[src/include/lrc_pkg.sv]
// package: register map, field layout and encodings of the rail control bank
// ==========================================
// Contract
// imaging rail register at 0x48, resets 0x24, bits 2:0 live state
// vibrator rail register at 0x49, resets 0x24, same state encoding
// bits 5:3 hold exit state; 0..3 mean do not copy
// on standby-exit pin, copy exit state into live state unless do-not-copy
// host initialises every exit state field after power-up
// imaging bits 7:6 select 1.5, 2.7, 2.8 or 2.9 V
// vibrator bits 7:6 select 1.3, 1.5, 2.5 or 2.7 V
// card rail is regulator at 1.8 V, switch with external pass at 3.3 V
// host powers card at 3.3 V, then off, 1.8 V, on for low-voltage cards
// an off vibrator or card rail enables its discharge path
// imaging and vibrator rails flag over-current and under-voltage separately
// card rail monitoring only acts in regulator mode
// card rail register at 0x4d, resets 0x64, 7:6 selects 1.8 or 3.3 V
// host never writes reserved live state codes 0..3
package lrc_pkg;
	// ==========================================
	// register map
	localparam logic [7:0] LRC_IMG_ADDR = 8'h48;
	localparam logic [7:0] LRC_VIB_ADDR = 8'h49;
	localparam logic [7:0] LRC_CARD_ADDR = 8'h4d;
	localparam logic [7:0] LRC_IMG_RESET = 8'h24;
	localparam logic [7:0] LRC_VIB_RESET = 8'h24;
	localparam logic [7:0] LRC_CARD_RESET = 8'h64;
	// ==========================================
	// field layout
	localparam int LRC_LIVE_LSB = 0;
	localparam int LRC_EXIT_LSB = 3;
	localparam int LRC_SEL_LSB = 6;
	// ==========================================
	// state and voltage codes
	localparam logic [2:0] LRC_ST_OFF = 3'h4;
	localparam logic [2:0] LRC_ST_LOW = 3'h5;
	localparam logic [1:0] LRC_CARD_1V8 = 2'h0;
	localparam logic [1:0] LRC_CARD_3V3 = 2'h1;
	typedef enum logic [1:0] {
		LRC_RAIL_OFF = 2'b00,
		LRC_RAIL_LOW = 2'b01,
		LRC_RAIL_ACTIVE = 2'b10
	} lrc_mode_t;
endpackage : lrc_pkg

[src/rtl/lrc_rail_regs.sv]
// module: control registers and mode logic for the imaging, vibrator and card rails
`timescale 1ns/1ps
module lrc_rail_regs
	import lrc_pkg::*;
(
	// clock and reset
	input wire logic clk_i,
	input wire logic rst_n_i,
	// register port from the host controller
	input wire logic wr_en_i,
	input wire logic rd_en_i,
	input wire logic [7:0] addr_i,
	input wire logic [7:0] wdata_i,
	output logic [7:0] rdata_o,
	output logic rvalid_o,
	// standby exit
	input wire logic standby_exit_pin_i,
	// analog monitor comparators: [0] imaging, [1] vibrator, [2] card
	input wire logic [2:0] ovc_raw_i,
	input wire logic [2:0] uv_raw_i,
	// rail controls to analog
	output lrc_mode_t img_mode_o,
	output lrc_mode_t vib_mode_o,
	output lrc_mode_t card_mode_o,
	output logic [1:0] img_vsel_o,
	output logic [1:0] vib_vsel_o,
	output logic card_vsel_3v3_o,
	output logic img_discharge_o,
	output logic vib_discharge_o,
	output logic card_discharge_o,
	output logic card_int_pass_o,
	output logic card_ext_pass_o,
	// monitor flags: [0] imaging, [1] vibrator, [2] card
	output logic [2:0] ovc_flag_o,
	output logic [2:0] uv_flag_o
);
	// ==========================================
	// state
	typedef struct packed {
		logic [7:0] img;
		logic [7:0] vib;
		logic [7:0] card;
		logic [7:0] rdata;
		logic rvalid;
		logic exit_d;
		lrc_mode_t img_mode;
		lrc_mode_t vib_mode;
		lrc_mode_t card_mode;
		logic img_dis;
		logic vib_dis;
		logic card_dis;
		logic card_int;
		logic card_ext;
		logic [2:0] ovc;
		logic [2:0] uv;
	} lrc_state_t;

	lrc_state_t st_reg;
	lrc_state_t st_next;

	// live state decode; reserved codes fall to off, the host keeps clear of them
	function automatic lrc_mode_t lrc_mode(input logic [7:0] r);
		logic [2:0] c;
		c = r[LRC_LIVE_LSB +: 3];
		if (c == LRC_ST_LOW) begin
			lrc_mode = LRC_RAIL_LOW;
		end else if (c[2] && c[1]) begin
			lrc_mode = LRC_RAIL_ACTIVE;
		end else begin
			lrc_mode = LRC_RAIL_OFF;
		end
	endfunction : lrc_mode

	// exit copy: bit 5 low means do not copy
	function automatic logic [7:0] lrc_exit(input logic [7:0] r);
		lrc_exit = r;
		if (r[LRC_EXIT_LSB + 2]) begin
			lrc_exit[LRC_LIVE_LSB +: 3] = r[LRC_EXIT_LSB +: 3];
		end
	endfunction : lrc_exit

	// ==========================================
	// next state
	always_comb begin
		logic card_reg_mode;
		st_next = st_reg;
		card_reg_mode = 1'b0;
		st_next.exit_d = standby_exit_pin_i;
		st_next.rvalid = rd_en_i;
		// host write first; an exit edge in the same cycle overrides the live field
		if (wr_en_i) begin
			unique case (addr_i)
				LRC_IMG_ADDR: st_next.img = wdata_i;
				LRC_VIB_ADDR: st_next.vib = wdata_i;
				LRC_CARD_ADDR: st_next.card = wdata_i;
				default: ;
			endcase
		end
		// copy on the rising edge so a held pin does not lock out host writes
		if (standby_exit_pin_i && !st_reg.exit_d) begin
			st_next.img = lrc_exit(st_next.img);
			st_next.vib = lrc_exit(st_next.vib);
			st_next.card = lrc_exit(st_next.card);
		end
		if (rd_en_i) begin
			unique case (addr_i)
				LRC_IMG_ADDR: st_next.rdata = st_reg.img;
				LRC_VIB_ADDR: st_next.rdata = st_reg.vib;
				LRC_CARD_ADDR: st_next.rdata = st_reg.card;
				default: st_next.rdata = 8'h00;
			endcase
		end
		st_next.img_mode = lrc_mode(st_next.img);
		st_next.vib_mode = lrc_mode(st_next.vib);
		st_next.card_mode = lrc_mode(st_next.card);
		st_next.img_dis = (st_next.img_mode == LRC_RAIL_OFF);
		st_next.vib_dis = (st_next.vib_mode == LRC_RAIL_OFF);
		st_next.card_dis = (st_next.card_mode == LRC_RAIL_OFF);
		// reserved voltage code 2 has bit 6 low and acts as 1.8 V; code 3 has bit 6 high and acts as 3.3 V
		card_reg_mode = (st_next.card[LRC_SEL_LSB] == LRC_CARD_1V8[0]);
		st_next.card_int = card_reg_mode && !st_next.card_dis;
		st_next.card_ext = !card_reg_mode && !st_next.card_dis;
		// sticky flags, cleared when the rail is switched off, the card flags also in switch mode; set wins
		st_next.ovc[0] = (st_reg.ovc[0] && !st_next.img_dis) || ovc_raw_i[0];
		st_next.uv[0] = (st_reg.uv[0] && !st_next.img_dis) || uv_raw_i[0];
		st_next.ovc[1] = (st_reg.ovc[1] && !st_next.vib_dis) || ovc_raw_i[1];
		st_next.uv[1] = (st_reg.uv[1] && !st_next.vib_dis) || uv_raw_i[1];
		st_next.ovc[2] = (st_reg.ovc[2] && st_next.card_int)
			|| (ovc_raw_i[2] && card_reg_mode);
		st_next.uv[2] = (st_reg.uv[2] && st_next.card_int)
			|| (uv_raw_i[2] && card_reg_mode);
	end

	// ==========================================
	// registers
	always_ff @(posedge clk_i or negedge rst_n_i) begin
		if (!rst_n_i) begin
			st_reg <= '{img: LRC_IMG_RESET, vib: LRC_VIB_RESET, card: LRC_CARD_RESET,
				rdata: 8'h00, rvalid: 1'b0, exit_d: 1'b0,
				img_mode: LRC_RAIL_OFF, vib_mode: LRC_RAIL_OFF, card_mode: LRC_RAIL_OFF,
				img_dis: 1'b1, vib_dis: 1'b1, card_dis: 1'b1,
				card_int: 1'b0, card_ext: 1'b0, ovc: 3'h0, uv: 3'h0};
		end else begin
			st_reg <= st_next;
		end
	end

	// ==========================================
	// outputs
	assign rdata_o = st_reg.rdata;
	assign rvalid_o = st_reg.rvalid;
	assign img_mode_o = st_reg.img_mode;
	assign vib_mode_o = st_reg.vib_mode;
	assign card_mode_o = st_reg.card_mode;
	assign img_vsel_o = st_reg.img[LRC_SEL_LSB +: 2];
	assign vib_vsel_o = st_reg.vib[LRC_SEL_LSB +: 2];
	assign card_vsel_3v3_o = st_reg.card[LRC_SEL_LSB];
	assign img_discharge_o = st_reg.img_dis;
	assign vib_discharge_o = st_reg.vib_dis;
	assign card_discharge_o = st_reg.card_dis;
	assign card_int_pass_o = st_reg.card_int;
	assign card_ext_pass_o = st_reg.card_ext;
	assign ovc_flag_o = st_reg.ovc;
	assign uv_flag_o = st_reg.uv;
endmodule : lrc_rail_regs

[config.mk]
export PLATFORM = sky130hd
export DESIGN_NAME = lrc_rail_regs
export DESIGN_NICKNAME = d
export VERILOG_FILES = /design/src/include/lrc_pkg.sv /design/src/rtl/lrc_rail_regs.sv
export SDC_FILE = /design/constraint.sdc
export NUM_CORES = 1
export LEC_CHECK = 0
export BUFFER_PORTS_ARGS = -buffer_cell sky130_fd_sc_hd__buf_2
export CORE_MARGIN = 5
export CORE_UTILIZATION = 30
export CTS_CLUSTER_SIZE = 12
export DETAILED_ROUTE_END_ITERATION = 8
export SLEW_MARGIN = 20
export SYNTH_ARGS = -nofsm -noshare
export SYNTH_HDL_FRONTEND = slang
export SYNTH_SLANG_ARGS = --single-unit
[constraint.sdc]
create_clock -name clk_i -period 3.1 [get_ports clk_i]
set_input_delay 0.155 -clock clk_i [delete_from_list [all_inputs] [get_ports clk_i]]
set_output_delay 0.155 -clock clk_i [all_outputs]
set_load 0.005 [all_outputs]
==> out/summary.log <==
INFO  logic_synthesis syn_area=2450squm
INFO  worst_setup_path critical_path_arrival=2.02ns
INFO  route          vias_per_cell=4.40
INFO  floorplanning  chipHeight=100um
INFO  global_routing grt_pass1_vias=1769
INFO  floorplanning  core_area=8090squm
INFO  place          port_buffers=57
INFO  timing         count_of_final_max_slew_check_failures=0
INFO  final_layout   drive_above_1_share=41.6%
INFO  final_layout   finish.net_count=276
INFO  global_routing antenna_found_initial=0
INFO  logic_synthesis synth.yosys.seq_area_share=52.5%
INFO  clocking       clock_sinks=51
INFO  timing         rsz_0062_raised_after_global_routing=false
INFO  worst_setup_path crit_path_max_fanout=6
INFO  timing         setup_viol=0
INFO  logic_synthesis avgSynthCellArea=11.6squm
INFO  logic_synthesis yosys.area_share.xor_xnor=0%
INFO  final_layout   area.growth.synth_to_final=13.1%
INFO  route          drt-pass1-iter-count=4
INFO  route          drt_iter0_drc=65
INFO  flow_run       max-cap-violations=0
INFO  clocking       post_cts_resize_count=0
INFO  final_layout   largest_register_ffs=20
INFO  clocking       cts_tree=yes
INFO  power_and_ir_drop pint=0.977mW
INFO  power_and_ir_drop ir_drop=0.211mV
INFO  power_and_ir_drop powerDensity=471nW/um^2
INFO  floorplanning  boundaryPins=58
INFO  clocking       clk_pin_slew=0.09ns
INFO  logic_synthesis postSynthNetCount=239
INFO  route          routed_wirelength=5110um
INFO  power_and_ir_drop p_sw_share=25.3%
INFO  logic_synthesis postSynthRegisterBits=51
INFO  clocking       clock_tree.root_cell=clkbuf_8
INFO  logic_synthesis post_synth_fa_ha_maj_area_fraction=0%
INFO  worst_setup_path setup.worst_path.end_class=flip-flop
INFO  timing         totalNegativeSetupSlack=0ns
INFO  logic_synthesis synth-compound-area-share=7.80%
INFO  worst_setup_path worst-setup-path-type=flip-flop to flip-flop
INFO  route          routed-via-count=1561
INFO  clocking       post_cts.repair.setup_buffers=0
INFO  timing         finalHoldViolations=0
INFO  global_routing grt_first_pass_wirelength=8680um
INFO  timing         period_needed=1.78ns
INFO  timing         fin_crit_sh=57.3%
INFO  place          post_dp_cell_area=2680squm
INFO  logic_synthesis number_of_standard_cells_after_synthesis=212
INFO  timing         fin_worst_skew=0.00880ns
INFO  final_layout   layout_common_cells=buf_2, dfrtp_1, inv_1
INFO  floorplanning  row_count=33
INFO  global_routing maximum_number_of_pins_on_one_net_before_global_route_repair=30
INFO  final_layout   finish.instance_area=2780squm
INFO  final_layout   final.fill_count=840
INFO  clocking       cts.path.max_buffers=2
INFO  power_and_ir_drop power.share.clock=29.9%
INFO  power_and_ir_drop power.leakage=1.45nW
INFO  floorplanning  chip_width=100um
INFO  timing         slew-limit-headroom=56.4%
INFO  logic_synthesis synth_warnings=0
INFO  timing         timing_worst_slew_pin_value=0.654ns
INFO  final_layout   regArea=1290squm
INFO  clocking       cts.htree.levels=2
INFO  route          final_antenna_net_count=0
INFO  final_layout   multiInputGateArea=872squm
INFO  final_layout   num_antenna_cells=0
INFO  power_and_ir_drop switching_power=0.331mW
INFO  timing         achievable-frequency=0.563GHz
INFO  place          place.gp.congestion=0.801
INFO  clocking       ctsHoldBuffers=1
INFO  worst_setup_path critPathRequiredTime=3.34ns
INFO  place          detailedPlacementHpwl=3940um
INFO  run_status     run_status=finished clean
INFO  clocking       cts-buffers-inserted=5
INFO  power_and_ir_drop power.share.sequential=56.9%
INFO  logic_synthesis multiplexer_area_fraction_after_synthesis=18.7%
INFO  logic_synthesis yosys.cell_types.count=32
INFO  clocking       worst_skew_pair.late_latency=0.30ns
INFO  global_routing grt_use_total=10.9%
INFO  worst_setup_path critPathLaunchType=flip-flop
INFO  logic_synthesis synth_top_family_by_area=multiplexers
INFO  route          route.detailed.wl_per_inst=14.4um
INFO  route          drc=0
INFO  min_path       min-delay-path-class=primary input to flip-flop
INFO  logic_synthesis synthArstFlopShare=100%
INFO  power_and_ir_drop power.combinational.fraction=13.2%
INFO  logic_synthesis synth-edff-count=0
INFO  global_routing grt_overflow_total=0
INFO  final_layout   final_common_cell=buf_2
INFO  floorplanning  start_util=30.3%
INFO  floorplanning  die_area=10100squm
INFO  logic_synthesis synth_simple_gate_area_share=9.02%
INFO  logic_synthesis prevailing_post_synth_register_cell=dfrtp_1
## critical path, stage by stage, from the launching register on
cell and delay (ns):
dfrtp_1 0.44, nand3b_1 0.28, mux2i_1 0.23, mux2_2 0.33
a21oi_1 0.27, a21o_1 0.16
## power groups by stage
stage / registers [mW] / clock network (mW) / logic, mW
after floorplan: 0.749 / 0 / 0.117
after global placement: 0.757 / 0 / 0.172
after detailed placement: 0.757 / 0 / 0.176
after CTS: 0.745 / 0.411 / 0.177
after global routing: 0.750 / 0.436 / 0.197
final: 0.744 / 0.391 / 0.173
## metal layers
layer	track usage (%)	up-vias	routed length (um)	part of all wire, %
met5	0	-	0	0
met4	3.42	0	71	1.4
met3	2.91	8	284	5.6
met2	18.3	36	2490	49
met1	13.8	750	2270	44
li1	-	767	-	-
## cell type report
class | count | share of cell area, %
timing repair buffer | 60 | 11.2
tap | 105 | 4.73
clock inverter | 1 | 0.180
inverter | 22 | 2.97
clock buffer | 7 | 3.11
sequential | 51 | 46.4
multi-input combinational | 109 | 31.4
## per-stage QoR
step                hold WS, ns  instances  util (%)  worst slack [ns]  power [mW]
finish                   0.0300        355      34.3              1.32        1.31
CTS                      0.0218        355      34.3              1.35        1.33
detailed placement        0.231        346      33.1              1.05       0.933
global placement          0.217        346      33.1              1.08       0.929
global route             0.0281        355      34.3              1.24        1.38
floorplan                -0.141        212         -              1.25       0.865
## cell families (layout without fill, tap and decap cells)
kind of cell,count (synthesis),in the layout
buf+inv,52,90
flops,51,51
mux,42,42
simple gates,35,35
compound gates,32,32
## path summary, 6_finish.rpt
check / cells after the start / start / end / slack, ns
min in group asynchronous: 2 / rst_n_i / rvalid_o / 0.41
worst min-delay path: 2 / ovc_raw_i[0] / ovc_flag_o[0] / 0.03
worst max register to register: 5 / st_reg[17] / uv_flag_o[0] / 1.32
worst max-delay path: 5 / st_reg[17] / uv_flag_o[0] / 1.32
max in group asynchronous: 3 / rst_n_i / card_discharge_o / 1.87
worst min register to register: 1 / ovc_flag_o[1] / ovc_flag_o[1] / 0.49
## synth_stat cells (2+ instances only)
cell type,number,area (sq um)
dfstp_2,10,263
nor2b_1,2,12.5
dfrtp_1,41,1030
a21oi_1,15,75.1
mux2_4,3,45.0
mux2_2,19,214
a21o_1,4,30.0
buf_4,24,180
o21ai_0,2,10.0
clkbuf_1,3,11.3
mux2i_1,20,200
o22ai_1,8,50.1
nand3b_1,4,30.0
nor2_1,16,60.1
inv_1,22,82.6
and2_1,2,12.5
nor3_1,2,10.0
(Power assumes the default switching activity.)
